## src/rtl/ext_irq_pkg.sv

```systemverilog
// Constants, codes and bus carrier for the external pin interrupt unit
// Summary of operation
// - Pin activity raises enabled interrupts even while software drives the pin as output.
// - Enabled low-level channel keeps requesting while its pin stays low, except during power-down.
// - Edges on all channels need the clock, channels 3:0 via a two-stage synchroniser; level wake-up reads raw pins.
// - Power-down level wake-up needs the level seen on two watchdog samples.
// - Level gone before start-up ends: wake anyway, but raise no request.
// - Channels 3:0 sense: 00 low level, 01 reserved, 10 falling, 11 rising.
// - Channels 7:4 sense: 00 low level, 01 any change, 10 falling, 11 rising.
// - Channels 7:4 sample pins first; pulses over one clock period are caught.
// - Channel interrupts CPU only with global enable and its mask bit set.
// - A qualifying edge or change on a pin sets its request flag.
// - Flag clears on interrupt entry or when software writes one to it.
// - Flag is held cleared while its channel is in level sensing.
// - Sleep with channels 3:0 masked disables their input buffers; flags may set.
// - Sense registers hold four two-bit fields, higher channel higher; reset zero.
// - Legacy mode hides lower sense register; channels 3:0 stay low-level.
package ext_irq_pkg;
	localparam int CHANNELS = 8;
	localparam int LOW_CHANNELS = 4;
	localparam int ADDR_W = 8;
	localparam int DATA_W = 8;

	// Register byte addresses
	localparam logic [7:0] OFS_FLAGS      = 8'h58;
	localparam logic [7:0] OFS_MASK       = 8'h59;
	localparam logic [7:0] OFS_SENSE_HIGH = 8'h5A;
	localparam logic [7:0] OFS_SENSE_LOW  = 8'h6A;

	// Values after reset
	localparam logic [7:0] RST_FLAGS = 8'h00;
	localparam logic [7:0] RST_MASK  = 8'h00;
	localparam logic [7:0] RST_SENSE = 8'h00;

	// Two-bit sense codes
	localparam logic [1:0] SENSE_LEVEL   = 2'h0;
	localparam logic [1:0] SENSE_CHANGE  = 2'h1;
	localparam logic [1:0] SENSE_FALLING = 2'h2;
	localparam logic [1:0] SENSE_RISING  = 2'h3;

	// Watchdog samples needed before a level wake-up
	localparam logic [1:0] WAKE_SAMPLES = 2'h2;

	// One register bus request
	typedef struct packed {
		logic [ADDR_W-1:0] addr;
		logic [DATA_W-1:0] wdata;
		logic              wr;
		logic              rd;
	} reg_req_s;
endpackage

```

## src/rtl/external_pin_interrupt_unit.sv

```systemverilog
// Eight-channel external pin interrupt unit with register port and wake-up logic
`timescale 1ns/100ps
`default_nettype none
module external_pin_interrupt_unit (
	input  wire logic                   ref_clk,
	input  wire logic                   resetn,
	input  wire ext_irq_pkg::reg_req_s  bus_req,
	output logic [7:0]                  rdata,
	input  wire logic [7:0]             ext_irq_pins,
	input  wire logic                   global_irq_enable,
	input  wire logic                   irq_ack,
	input  wire logic [2:0]             irq_ack_channel,
	input  wire logic                   legacy_mode,
	input  wire logic                   sleep_active,
	input  wire logic                   power_down,
	input  wire logic                   wdt_tick,
	input  wire logic                   startup_done,
	output logic [7:0]                  irq_req,
	output logic                        irq,
	output logic                        wake_req
);
	logic [7:0] flags;
	logic [7:0] mask;
	logic [7:0] sense_high;
	logic [7:0] sense_low;
	logic [7:0] pin_eff;
	logic [3:0] sync_a;
	logic [3:0] sync_b;
	logic [3:0] low_prev;
	logic [3:0] high_cur;
	logic [3:0] high_prev;
	logic [7:0] hit;
	logic [7:0] level_mode;
	logic [7:0] level_low;
	logic [7:0] ack_clr;
	logic [7:0] wr_clr;
	logic [7:0] next_flags;
	logic [7:0] next_req;
	logic [1:0] wake_cnt;
	logic       wake_level;
	logic [15:0] sense_all;
	logic       bus_wr;
	logic       bus_rd;

	// Sense code of one channel out of the packed sense pair
	function automatic logic [1:0] sense_of(input logic [15:0] s, input int ch);
		sense_of = s[2*ch +: 2];
	endfunction

	// Edge or change decision between a previous and a current sample
	function automatic logic edge_hit(input logic [1:0] s, input logic prev, input logic cur,
		input logic upper);
		unique case (s)
			ext_irq_pkg::SENSE_LEVEL:   edge_hit = 1'b0;
			ext_irq_pkg::SENSE_CHANGE:  edge_hit = upper & (prev ^ cur);
			ext_irq_pkg::SENSE_FALLING: edge_hit = prev & ~cur;
			ext_irq_pkg::SENSE_RISING:  edge_hit = ~prev & cur;
		endcase
	endfunction

	assign bus_wr = bus_req.wr;
	assign bus_rd = bus_req.rd;

	// Legacy mode pins the lower field at its reset code, so channels 3:0 stay low-level
	assign sense_all = {sense_high, legacy_mode ? ext_irq_pkg::RST_SENSE : sense_low};

	// Masked low channels lose their input buffer in sleep; the buffer then reads low
	assign pin_eff = {ext_irq_pins[7:4],
		ext_irq_pins[3:0] & ~({4{sleep_active}} & ~mask[3:0])};

	// Low channels: two-stage synchroniser ahead of edge detection
	always_ff @(posedge ref_clk) begin
		if (!resetn) begin
			sync_a <= 4'hF;
			sync_b <= 4'hF;
			low_prev <= 4'hF;
		end else begin
			sync_a <= pin_eff[3:0];
			sync_b <= sync_a;
			low_prev <= sync_b;
		end
	end

	// High channels: one sample per clock, edges judged between successive samples
	always_ff @(posedge ref_clk) begin
		if (!resetn) begin
			high_cur <= 4'hF;
			high_prev <= 4'hF;
		end else begin
			high_cur <= pin_eff[7:4];
			high_prev <= high_cur;
		end
	end

	// Event detection; pins are read regardless of their port direction
	always_comb begin
		for (int i = 0; i < ext_irq_pkg::CHANNELS; i++) begin
			level_mode[i] = (sense_of(sense_all, i) == ext_irq_pkg::SENSE_LEVEL);
		end
		for (int i = 0; i < ext_irq_pkg::LOW_CHANNELS; i++) begin
			hit[i] = edge_hit(sense_of(sense_all, i), low_prev[i], sync_b[i], 1'b0);
			level_low[i] = ~sync_b[i];
		end
		for (int i = 0; i < ext_irq_pkg::LOW_CHANNELS; i++) begin
			hit[i+4] = edge_hit(sense_of(sense_all, i+4), high_prev[i], high_cur[i], 1'b1);
			level_low[i+4] = ~high_cur[i];
		end
	end

	// Flag clears from vector entry and from write-one
	always_comb begin
		ack_clr = '0;
		if (irq_ack) begin
			ack_clr[irq_ack_channel] = 1'b1;
		end
		wr_clr = (bus_wr && bus_req.addr == ext_irq_pkg::OFS_FLAGS) ? bus_req.wdata : 8'h00;
	end

	// Set wins over clear; level mode forces the flag low
	assign next_flags = (hit | (flags & ~ack_clr & ~wr_clr)) & ~level_mode;

	// Requests to the CPU; level channels request while low and never in power-down
	assign next_req = {8{global_irq_enable}} & mask &
		((flags & ~level_mode) | (level_mode & level_low & {8{~power_down}}));

	always_ff @(posedge ref_clk) begin
		if (!resetn) begin
			flags <= ext_irq_pkg::RST_FLAGS;
		end else begin
			flags <= next_flags;
		end
	end

	// Registered request vector and combined level interrupt
	always_ff @(posedge ref_clk) begin
		if (!resetn) begin
			irq_req <= 8'h00;
			irq <= 1'b0;
		end else begin
			irq_req <= next_req;
			irq <= |next_req;
		end
	end

	// Register writes; the lower sense register is unreachable in legacy mode
	always_ff @(posedge ref_clk) begin
		if (!resetn) begin
			mask <= ext_irq_pkg::RST_MASK;
			sense_high <= ext_irq_pkg::RST_SENSE;
			sense_low <= ext_irq_pkg::RST_SENSE;
		end else if (bus_wr) begin
			unique case (bus_req.addr)
				ext_irq_pkg::OFS_MASK: begin
					mask <= bus_req.wdata;
				end
				ext_irq_pkg::OFS_SENSE_HIGH: begin
					sense_high <= bus_req.wdata;
				end
				ext_irq_pkg::OFS_SENSE_LOW: begin
					if (!legacy_mode) begin
						sense_low <= bus_req.wdata;
					end
				end
				default: begin
				end
			endcase
		end
	end

	// Read data stand the cycle after the strobe; unmapped addresses read zero
	always_ff @(posedge ref_clk) begin
		if (!resetn) begin
			rdata <= 8'h00;
		end else if (bus_rd) begin
			unique case (bus_req.addr)
				ext_irq_pkg::OFS_FLAGS:      rdata <= flags;
				ext_irq_pkg::OFS_MASK:       rdata <= mask;
				ext_irq_pkg::OFS_SENSE_HIGH: rdata <= sense_high;
				ext_irq_pkg::OFS_SENSE_LOW:  rdata <= legacy_mode ? 8'h00 : sense_low;
				default:                     rdata <= 8'h00;
			endcase
		end else begin
			rdata <= 8'h00;
		end
	end

	// Any enabled low-level channel whose pin is low can wake; raw pins, no clock edge needed
	assign wake_level = |(mask & level_mode & ~pin_eff);

	// Two consecutive watchdog samples filter noise before wake-up starts
	always_ff @(posedge ref_clk) begin
		if (!resetn) begin
			wake_cnt <= 2'h0;
			wake_req <= 1'b0;
		end else if (!power_down) begin
			wake_cnt <= 2'h0;
			wake_req <= 1'b0;
		end else if (wdt_tick) begin
			if (!wake_level) begin
				wake_cnt <= 2'h0;
			end else if (wake_cnt != ext_irq_pkg::WAKE_SAMPLES) begin
				wake_cnt <= wake_cnt + 2'h1;
			end
			if (wake_level && wake_cnt == ext_irq_pkg::WAKE_SAMPLES - 2'h1) begin
				wake_req <= 1'b1;
			end
		end
	end

	// Wake stays asserted even if the level leaves; start-up end is reported elsewhere
	logic startup_seen;
	always_ff @(posedge ref_clk) begin
		if (!resetn) begin
			startup_seen <= 1'b0;
		end else begin
			startup_seen <= startup_done & wake_req;
		end
	end

	// Flag checks: level mode forces the flag low, edges set it, clears need a cause
	chk_flag_level_clear: assert property (@(posedge ref_clk) disable iff (!resetn)
		(flags & level_mode) == 8'h00)
		else $error("flag set in level mode");

	// An edge on an upper channel lands in its flag one edge later
	chk_edge_sets_flag: assert property (@(posedge ref_clk) disable iff (!resetn)
		hit[7] |=> flags[7])
		else $error("edge did not set flag");

	// Write-one clear with no competing edge
	chk_w1c_clears: assert property (@(posedge ref_clk) disable iff (!resetn)
		(wr_clr[0] && !hit[0]) |=> !flags[0])
		else $error("write one did not clear");

	// Writing zero or no write must not drop a flag
	chk_write_zero_keeps: assert property (@(posedge ref_clk) disable iff (!resetn)
		(flags[1] && !wr_clr[1] && !ack_clr[1]) |=> flags[1] || level_mode[1])
		else $error("flag lost without clear");

	// Vector entry clears the acknowledged channel only
	chk_ack_clears: assert property (@(posedge ref_clk) disable iff (!resetn)
		(irq_ack && irq_ack_channel == 3'h7 && !hit[7]) |=> !flags[7])
		else $error("ack did not clear flag");

	// Set wins when an edge meets a write-one clear in the same cycle
	chk_set_wins: assert property (@(posedge ref_clk) disable iff (!resetn)
		(hit[4] && wr_clr[4]) |=> flags[4])
		else $error("clear beat a new edge");

	// A flag only ever rises because of a detected edge
	chk_flag_rise_cause: assert property (@(posedge ref_clk) disable iff (!resetn)
		$rose(flags[7]) |-> $past(hit[7]))
		else $error("flag set without edge");

	// Request gating: the global enable and the mask bit both have to be on
	chk_gate_global: assert property (@(posedge ref_clk) disable iff (!resetn)
		!$past(global_irq_enable) |-> irq_req == 8'h00)
		else $error("request without enable");

	// A masked channel never requests
	chk_req_needs_mask: assert property (@(posedge ref_clk) disable iff (!resetn)
		!$past(mask[4]) |-> !irq_req[4])
		else $error("request on masked channel");

	// A pending edge flag reaches the CPU when enabled
	chk_flag_requests: assert property (@(posedge ref_clk) disable iff (!resetn)
		(flags[7] && !level_mode[7] && mask[7] && global_irq_enable) |=> irq_req[7])
		else $error("pending flag not requested");

	// Level channels request for as long as the pin stays low
	chk_level_request: assert property (@(posedge ref_clk) disable iff (!resetn)
		(global_irq_enable && mask[6] && level_mode[6] && !high_cur[2] && !power_down)
		|=> irq_req[6])
		else $error("low level not requested");

	// Power-down blocks level requests, so a level gone by start-up end asks nothing
	chk_power_down_level: assert property (@(posedge ref_clk) disable iff (!resetn)
		(power_down && level_mode[5]) |=> !irq_req[5])
		else $error("level request during power-down");

	// The combined line follows the request vector exactly
	chk_irq_matches: assert property (@(posedge ref_clk) disable iff (!resetn)
		irq == |irq_req)
		else $error("irq out of step with requests");

	// Sampling paths: lower channels through two stages, upper through one
	chk_low_sync_delay: assert property (@(posedge ref_clk) disable iff (!resetn)
		(sense_of(sense_all, 3) == ext_irq_pkg::SENSE_RISING && $rose(sync_b[3]))
		|-> $past(pin_eff[3], 2))
		else $error("low channel not synchronised");

	// Second synchroniser stage copies the first
	chk_sync_chain: assert property (@(posedge ref_clk) disable iff (!resetn)
		$past(resetn) |-> sync_b == $past(sync_a))
		else $error("synchroniser chain broken");

	// Upper channels hold the pin value of the previous edge
	chk_high_sample: assert property (@(posedge ref_clk) disable iff (!resetn)
		$past(resetn) |-> high_cur == $past(pin_eff[7:4]))
		else $error("upper sample stale");

	// The reserved code on a lower channel never detects anything
	chk_low_no_change: assert property (@(posedge ref_clk) disable iff (!resetn)
		(sense_of(sense_all, 0) == ext_irq_pkg::SENSE_CHANGE) |-> !hit[0])
		else $error("reserved code detected an event");

	// Any change on an upper channel is an event
	chk_high_change: assert property (@(posedge ref_clk) disable iff (!resetn)
		(sense_of(sense_all, 6) == ext_irq_pkg::SENSE_CHANGE && high_prev[2] != high_cur[2])
		|-> hit[6])
		else $error("change not detected");

	// A falling sample pair on an upper channel is an event
	chk_high_falling: assert property (@(posedge ref_clk) disable iff (!resetn)
		(sense_of(sense_all, 4) == ext_irq_pkg::SENSE_FALLING && high_prev[0] && !high_cur[0])
		|-> hit[4])
		else $error("falling edge not detected");

	// Pins are read whatever their direction when no buffer is switched off
	chk_pin_output_read: assert property (@(posedge ref_clk) disable iff (!resetn)
		!sleep_active |-> pin_eff == ext_irq_pins)
		else $error("pin not observed");

	// Masked lower channels read low while asleep
	chk_sleep_buffer: assert property (@(posedge ref_clk) disable iff (!resetn)
		(sleep_active && !mask[2]) |-> !pin_eff[2])
		else $error("buffer not disabled in sleep");

	// Register port: read data, written fields and legacy hiding
	chk_rdata_idle: assert property (@(posedge ref_clk) disable iff (!resetn)
		!bus_rd |=> rdata == 8'h00)
		else $error("read data without strobe");

	// Flags read back as they stood at the strobe
	chk_flags_readback: assert property (@(posedge ref_clk) disable iff (!resetn)
		(bus_rd && bus_req.addr == ext_irq_pkg::OFS_FLAGS) |=> rdata == $past(flags))
		else $error("flag read mismatch");

	// Mask reads back as it stood at the strobe
	chk_mask_readback: assert property (@(posedge ref_clk) disable iff (!resetn)
		(bus_rd && bus_req.addr == ext_irq_pkg::OFS_MASK) |=> rdata == $past(mask))
		else $error("mask read mismatch");

	// Upper sense register takes the written byte
	chk_sense_write: assert property (@(posedge ref_clk) disable iff (!resetn)
		(bus_wr && bus_req.addr == ext_irq_pkg::OFS_SENSE_HIGH)
		|=> sense_high == $past(bus_req.wdata))
		else $error("sense write lost");

	// Lower sense reads zero in legacy mode
	chk_legacy_reads: assert property (@(posedge ref_clk) disable iff (!resetn)
		(bus_rd && legacy_mode && bus_req.addr == ext_irq_pkg::OFS_SENSE_LOW) |=> rdata == 8'h00)
		else $error("lower sense visible in legacy mode");

	// Lower sense ignores writes in legacy mode
	chk_legacy_no_write: assert property (@(posedge ref_clk) disable iff (!resetn)
		(bus_wr && legacy_mode && bus_req.addr == ext_irq_pkg::OFS_SENSE_LOW) |=> $stable(sense_low))
		else $error("lower sense written in legacy mode");

	// Legacy mode keeps channels 3:0 at low level
	chk_legacy_level: assert property (@(posedge ref_clk) disable iff (!resetn)
		legacy_mode |-> level_mode[3:0] == 4'hF)
		else $error("legacy channel not level sensed");

	// Wake filter: two ticks, only in power-down, held until power-down ends
	chk_wake_two_ticks: assert property (@(posedge ref_clk) disable iff (!resetn)
		$rose(wake_req) |-> wake_cnt == ext_irq_pkg::WAKE_SAMPLES)
		else $error("wake too early");

	// Wake only starts on a watchdog tick
	chk_wake_needs_tick: assert property (@(posedge ref_clk) disable iff (!resetn)
		$rose(wake_req) |-> $past(wdt_tick))
		else $error("wake without watchdog tick");

	// Leaving power-down drops the wake request
	chk_wake_only_pd: assert property (@(posedge ref_clk) disable iff (!resetn)
		!power_down |=> !wake_req)
		else $error("wake outside power-down");

	// Wake holds even if the level goes away
	chk_wake_hold: assert property (@(posedge ref_clk) disable iff (!resetn)
		(wake_req && power_down) |=> wake_req)
		else $error("wake dropped in power-down");

	// Sample counter saturates at the required count
	chk_wake_cnt_bound: assert property (@(posedge ref_clk) disable iff (!resetn)
		wake_cnt <= ext_irq_pkg::WAKE_SAMPLES)
		else $error("wake counter overran");

	// Main scenarios worth seeing in a run
	cov_rising_low: cover property (@(posedge ref_clk) disable iff (!resetn) hit[3]);
	cov_change_high: cover property (@(posedge ref_clk) disable iff (!resetn)
		hit[6] && sense_of(sense_all, 6) == ext_irq_pkg::SENSE_CHANGE);
	cov_wake: cover property (@(posedge ref_clk) disable iff (!resetn) $rose(wake_req));
	cov_wake_no_req: cover property (@(posedge ref_clk) disable iff (!resetn)
		startup_seen && !wake_level);
	cov_level_req: cover property (@(posedge ref_clk) disable iff (!resetn)
		irq_req[5] && level_mode[5]);
endmodule
`default_nettype wire

```

## config.mk

```make
export PLATFORM = sky130hd
export DESIGN_NAME = external_pin_interrupt_unit
export DESIGN_NICKNAME = d
export VERILOG_FILES = /design/src/rtl/ext_irq_pkg.sv /design/src/rtl/external_pin_interrupt_unit.sv
export SDC_FILE = /design/constraint.sdc
export NUM_CORES = 1
export LEC_CHECK = 0
export ABC_AREA = 1
export BUFFER_PORTS_ARGS = -buffer_cell sky130_fd_sc_hd__clkbuf_2
export CORE_ASPECT_RATIO = 0.6
export CORE_MARGIN = 4
export CORE_UTILIZATION = 45
export CTS_BUF_LIST = sky130_fd_sc_hd__clkbuf_4
export DETAILED_ROUTE_END_ITERATION = 12
export HOLD_SLACK_MARGIN = 0.08
export PLACE_DENSITY = 0.66
export SLEW_MARGIN = 20
export SYNTH_ARGS = -nofsm -noshare
export SYNTH_HDL_FRONTEND = slang
export SYNTH_SLANG_ARGS = --single-unit
```

## constraint.sdc

```tcl
create_clock -name ref_clk -period 1.25 [get_ports ref_clk]
set_input_delay 0.0625 -clock ref_clk [delete_from_list [all_inputs] [get_ports ref_clk]]
set_output_delay 0.0625 -clock ref_clk [all_outputs]
set_load 0.005 [all_outputs]
```

==> metrics.txt, run 1 <==
outcome complete, but fails checks; failing checks setup timing; time the worst path needs with I/O delays and setup 1.29 ns; Synth Register Bits 72; VDD IR max 0.515 mV; cts bufs inserted 9; DRC violations left 0; Iter 0 DRT Violations 227; # nets final 651; CTS tree yes; Initial Util 0.476; global-route wire length before repair 16700 um; H-tree depth 3; row count 23; Reg-to-Reg End sync_a[2]$_SDFF_PN1_; fin. max-slew vios 0; sequential cell area fraction in the yosys report 0.440; post-synthesis compound-gate area fraction 0.197; Crit. End Element register; GRT met3 Usage 0.0737; Setup WS post-layout -0.0366 ns; area post-placement 0.00396 mm2; Min Hold Slack 0.0868 ns; clock tree buffer depth 2; Buffers on Ports 54; Cell Chain, Critical Path o21ai_0 > dlygate4sd3_1 > nand2_1; worst setup path startpoint mask[2]$_SDFFE_PN0P_; Hold EP flags[7]$_SDFF_PN0_; Power Density 834 mW/mm2; GR peak layer met2; Final setup violation count 1; Placer Congestion 0.880; final wirelength 11100 um; DR pass1 iterations 5; crit path kind register to register; post-synthesis adder-cell area fraction 0.0382; worst r2r src mask[2]$_SDFFE_PN0P_; count of different cell masters after synthesis 31; critical path's largest stage delay 0.58 ns; largest fanout on the critical path 3; commonest non-fill, non-tap cells in the layout nand2_1 (69), inv_1 (62), dlygate4sd3_1 (52), clkbuf_2 (52); mapped cell area 0.00327 mm2; Async SR Flop Fraction 0; core box area 0.00688 mm2; CP Launch Type register; # fillers 584; clk sinks 72; worst path required time 1.57 ns; vias in the first global route 3355; Fmax 777 MHz; Gate Count Post-Synth 445; vias per cell 5.19; Final period util 1.03; Worst-path clk slew 0.11 ns; RSZ-0062 raised after global routing yes; HPWL Detailed 7220 um; final design area excluding fillers 0.00481 mm2; Fin. Hold Viols 0; largest family of logic cells by synthesized area simple AND/OR/NAND/NOR gates; P_leak 0.00216 uW; largest net degree at the start of global routing 51; ant diodes 0; max_cap viols 0; simple logic cell fraction of the synthesized area 0.230; Hold Path Class input pin to register; via count 3605; Die ar. 0.00875 mm2; M1 GR Usage 0.329; post-route setup TNS -0.0366 ns; Top FF cell, synth dfxtp_1; clock skew 0.00696 ns; layout cells sized above 1 0.318; total power 4010 uW; clock root buffer clkbuf_4; Total Routing Usage GR 0.249; Clock Latency Late Sink 0.44 ns; grt total ovfl 0; Net Count, Synth 493; FF-to-FF setup slack -0.04 ns; DIE HEIGHT 74.1 um; dpl cells 619; DIE WIDTH 118 um; GR Util met2 0.400; initial antenna violation count 0; Hold Startpoint resetn; R2R depth 3; Tightest Pin Transition 0.500 ns; CP max stage cell dlygate4sd3_1; max_slew headroom 0.665; ANT nets after route 0; Avg Inst Size Synth 7.36 um2; hold path cells 4; post-synthesis xor/xnor area fraction 0; number of synthesized flops with an enable pin 0; commonest non-fill, non-tap cell in the layout nand2_1; YS warnings 0; Cell Count, Final, Fillers Out 694; CP arrival 1.61 ns; WL per Instance 16.0 um; IO Pins 56; multiplexer area fraction after synthesis 0; area grow syn2layout 46.8%
-- where the power goes --
group	switching, uW	total [uW]	internal, uW
registers	19.7	2350	2330
logic	239	459	220
clock network	833	1200	371
total	1090	4010	2920
-- critical path, delay by kind of cell, from the launching register on --
family          cells  cell delay [ns]
simple gates        1             0.05
buf+inv             1             0.58
compound gates      1             0.19
flops               1             0.36
-- metrics by stage --
stage,utilization,setup slack (ns)
after floorplan,-,0.115
after global placement,0.575,-0.0407
after detailed placement,0.575,-0.0655
after CTS,0.665,0.000585
after global routing,0.699,-0.0929
final,0.699,-0.0366
-- state kept, by name (all words and copies together), names as in the netlist --
name        flops
irq_req         8
sense_high      8
rdata           8
irq             1
sync_a          4
sense_low       8
sync_b          4
flags           8
low_prev        4
wake_cnt        2
mask            8
high_prev       4
high_cur        4
wake_req        1
-- layout make-up --
type | instances | area, um2 | share of cell area
Tap cell | 87 | 109 | 0.0226
Inverter | 66 | 248 | 0.0515
Multi-Input combinational cell | 295 | 1650 | 0.342
Clock buffer | 9 | 67.6 | 0.0141
Clock inverter | 6 | 27.5 | 0.00572
Timing Repair Buffer | 159 | 1240 | 0.258
Sequential cell | 72 | 1470 | 0.306
-- how the worst max path moves through the flow --
stage | to
after floorplan | flags[4]$_SDFF_PN0_
after global placement | wake_cnt[0]$_SDFFE_PN0P_
after detailed placement | irq$_SDFF_PN0_
after CTS | wake_cnt[0]$_SDFFE_PN0P_
after global routing | sync_a[2]$_SDFF_PN1_
final | sync_a[2]$_SDFF_PN1_
-- cell usage after synthesis, types with 4 or more instances --
| cell type | instances | area, um2 |
|---|---|---|
| o21ai_0 | 44 | 220 |
| o22ai_1 | 16 | 100 |
| nand4_1 | 6 | 37.5 |
| or2_2 | 4 | 25.0 |
| nand3_1 | 18 | 90.1 |
| inv_1 | 65 | 244 |
| a21oi_1 | 37 | 185 |
| nor2_1 | 56 | 210 |
| ha_1 | 10 | 125 |
| clkbuf_1 | 9 | 33.8 |
| dfxtp_1 | 72 | 1440 |
| o2111ai_1 | 4 | 35.0 |
| nand2_1 | 78 | 293 |
-- cells by family after synthesis --
kind of cell	Yosys count
simple gates	171
compound gates	114
buf+inv	78
flops	72
fa+ha+maj	10
-- what timing repair did --
item / in CTS / in global routing
endpoints found under the hold margin: 65 / 13
hold buffers: 51 / 6
buffers inserted: 0 / 9
endpoints found under the setup margin: 4 / 23
cloned: 0 / 0
pin swaps: 0 / 20
resized for setup: 8 / 71
-- metal layers --
layer | vias to the layer above | wire, um
met5 | - | 0
li1 | 1784 | -
met3 | 18 | 1050
met1 | 1630 | 4980
met2 | 173 | 4910
met4 | 0 | 184
(Power assumes the default switching activity.)
==> run 2, diff against run 1 <==
- ABC_AREA: 1 -> default
==> metrics.txt, run 2 <==
core box area 0.00691 mm2; Crit. End Element register; M1 GR Usage 0.321; worst path required time 1.60 ns; Min Hold Slack 0.139 ns; Placer Congestion 0.939; global-route wire length before repair 16900 um; ant diodes 0; Final setup violation count 9; R2R depth 6; crit path kind register to register; count of different cell masters after synthesis 40; Avg Inst Size Synth 8.70 um2; Total Routing Usage GR 0.251; critical path's largest stage delay 0.36 ns; grt total ovfl 0; # fillers 518; Fin. Hold Viols 0; Reg power frac 0.553; Hold Path Class input pin to register; final design area excluding fillers 0.00492 mm2; GR peak layer met2; Power Density 864 mW/mm2; HPWL Detailed 7550 um; Initial Util 0.481; mapped cell area 0.00332 mm2; via count 3429; max_cap viols 0; final wirelength 10800 um; clock share of power 0.334; Setup WS post-layout -0.0857 ns; Async SR Flop Fraction 0; clk sinks 72; commonest non-fill, non-tap cell in the layout buf_4; max_slew headroom 0.513; VDD IR max 0.665 mV; GR Util met2 0.396; multi-input logic area 0.00195 mm2; CP max stage cell dfxtp_2; Buffers on Ports 54; Worst-path clk slew 0.11 ns; CP Launch Type register; worst r2r src sense_high[6]$_SDFFE_PN0P_; WL per Instance 17.4 um; area share of the largest cell type after synthesis 0.434; Fmax 749 MHz; fin. max-slew vios 0; ANT nets after route 0; outcome complete, but fails checks; cts bufs inserted 9; Iter 0 DRT Violations 302; vias per cell 5.54; clock root buffer clkbuf_4; DRC violations left 0; time the worst path needs with I/O delays and setup 1.34 ns; commonest non-fill, non-tap cells in the layout buf_4 (64), dfxtp_1 (55), clkbuf_2 (54), nand2_1 (43), nor2_1 (41); top cells by area, synth dfxtp_1 (43%), mux2i_1 (7.2%), a21oi_1 (5.3%); Gate Count Post-Synth 382; Final period util 1.07; Tightest Pin Transition 0.726 ns; CTS tree yes; sequential cell area fraction in the yosys report 0.434; vias in the first global route 3344; DIE WIDTH 119 um; leading cell type by number of instances after synthesis dfxtp_1; clock skew 0.0124 ns; largest fanout on the critical path 4; Combinational Power Share 0.113; area post-placement 0.00413 mm2; area grow syn2layout 48.0%; number of synthesized flops with an enable pin 0; row count 23; clock tree buffer depth 2; crit path to irq$_SDFF_PN0_; YS warnings 0; Switch Pwr 1080 uW; initial antenna violation count 0; DIE HEIGHT 74.6 um; Cell Chain, Critical Path buf_4 > o21ai_2 > o41ai_2 > nand2_1 > a41oi_2 > o31a_1; GRT met3 Usage 0.106; largest net degree at the start of global routing 29; # nets final 577; layout cells sized above 1 0.387; failing checks setup timing; Net Count, Synth 430; dominant cell type by area after synthesis dfxtp_1; RSZ-0062 raised after global routing yes; Net Sw Frac 0.254; Reg-to-Reg End irq$_SDFF_PN0_; FF-to-FF setup slack -0.09 ns; Int Pwr 3170 uW; H-tree depth 3; IO Pins 56; worst setup path startpoint sense_high[6]$_SDFFE_PN0P_; Post-synth top cells dfxtp_1 (72), nand2_1 (44), nor2_1 (43); Die ar. 0.00887 mm2; final core occ 0.713; Reg area 0.00147 mm2; Clock Latency Late Sink 0.45 ns; Synth Register Bits 72; Top FF cell, synth dfxtp_1; P_leak 0.00218 uW; CP arrival 1.68 ns; DR pass1 iterations 7
run 2: changes by cell type after synthesis, moves of 6 or more:
cell	previous run	this run
a22o_1	0	7
a22oi_1	2	8
clkbuf_1	9	17
inv_1	65	17
mux2i_1	0	24
nand2_1	78	44
nand2b_1	0	17
nand3_1	18	8
nor2_1	56	43
o21ai_0	44	16
o22ai_1	16	3
run 2: through the flow:
stage                     worst slack, ns  instances  setup TNS, ns  total power, uW
after floorplan                    -0.151        382          -1.61             2540
after CTS                         -0.0648        611         -0.374             4230
after detailed placement           -0.170        563          -4.17             2730
after global placement             -0.147        563          -3.00             2720
after global routing               -0.171        619         -0.902             4420
final                             -0.0857        619         -0.343             4250
run 2: power by group through the flow:
stage          Sequential [uW]  Combinational (uW)  Clock (uW)
4_1_cts                   2350                 432        1450
2_1_floorplan             2390                 151           0
3_3_place_gp              2400                 327           0
6_report                  2350                 481        1420
5_1_grt                   2350                 522        1540
3_5_place_dp              2400                 334           0
run 2: critical path: cells and delay by family (launching register included):
kind / cells / cell delay, ns
compound gates: 4 / 0.62
flops: 1 / 0.36
buf+inv: 1 / 0.15
simple gates: 1 / 0.11
run 2: worst min path at each step:
stage                     cells past startpoint                  endpoint            start
after floorplan                               1  wake_cnt[1]$_SDFFE_PN0P_         wdt_tick
after global placement                        2    high_cur[2]$_SDFF_PN1_  ext_irq_pins[6]
final                                         3       flags[0]$_SDFF_PN0_      legacy_mode
after global routing                          3       flags[0]$_SDFF_PN0_      legacy_mode
after CTS                                     3       flags[0]$_SDFF_PN0_      legacy_mode
after detailed placement                      2    high_cur[2]$_SDFF_PN1_  ext_irq_pins[6]
run 2: layer usage:
metal	share of wire	wire, um
met1	0.45	4880
met2	0.43	4600
met3	0.10	1080
met4	0.021	227
met5	0	0
run 2: timing repair:
action | 4_1_cts | 5_1_grt
resized for setup | 46 | 28
hold endpoints to repair | 63 | 15
buffers inserted | 7 | 10
pin swaps | 16 | 23
hold buffers | 27 | 1
endpoints found under the setup margin | 8 | 16
run 2: layout make-up:
type	instances	share of cell area
Clock buffer	10	0.0153
Clock inverter	4	0.00966
Inverter	17	0.0140
Multi-Input combinational cell	272	0.397
Sequential cell	72	0.298
Tap cell	87	0.0221
Timing Repair Buffer	157	0.244
run 2: cell families after synthesis:
group	Yosys count	share of synthesized area
buf+inv	38	0.0470
fa+ha+maj	10	0.0376
simple gates	142	0.222
compound gates	96	0.187
flops	72	0.434
mux	24	0.0723
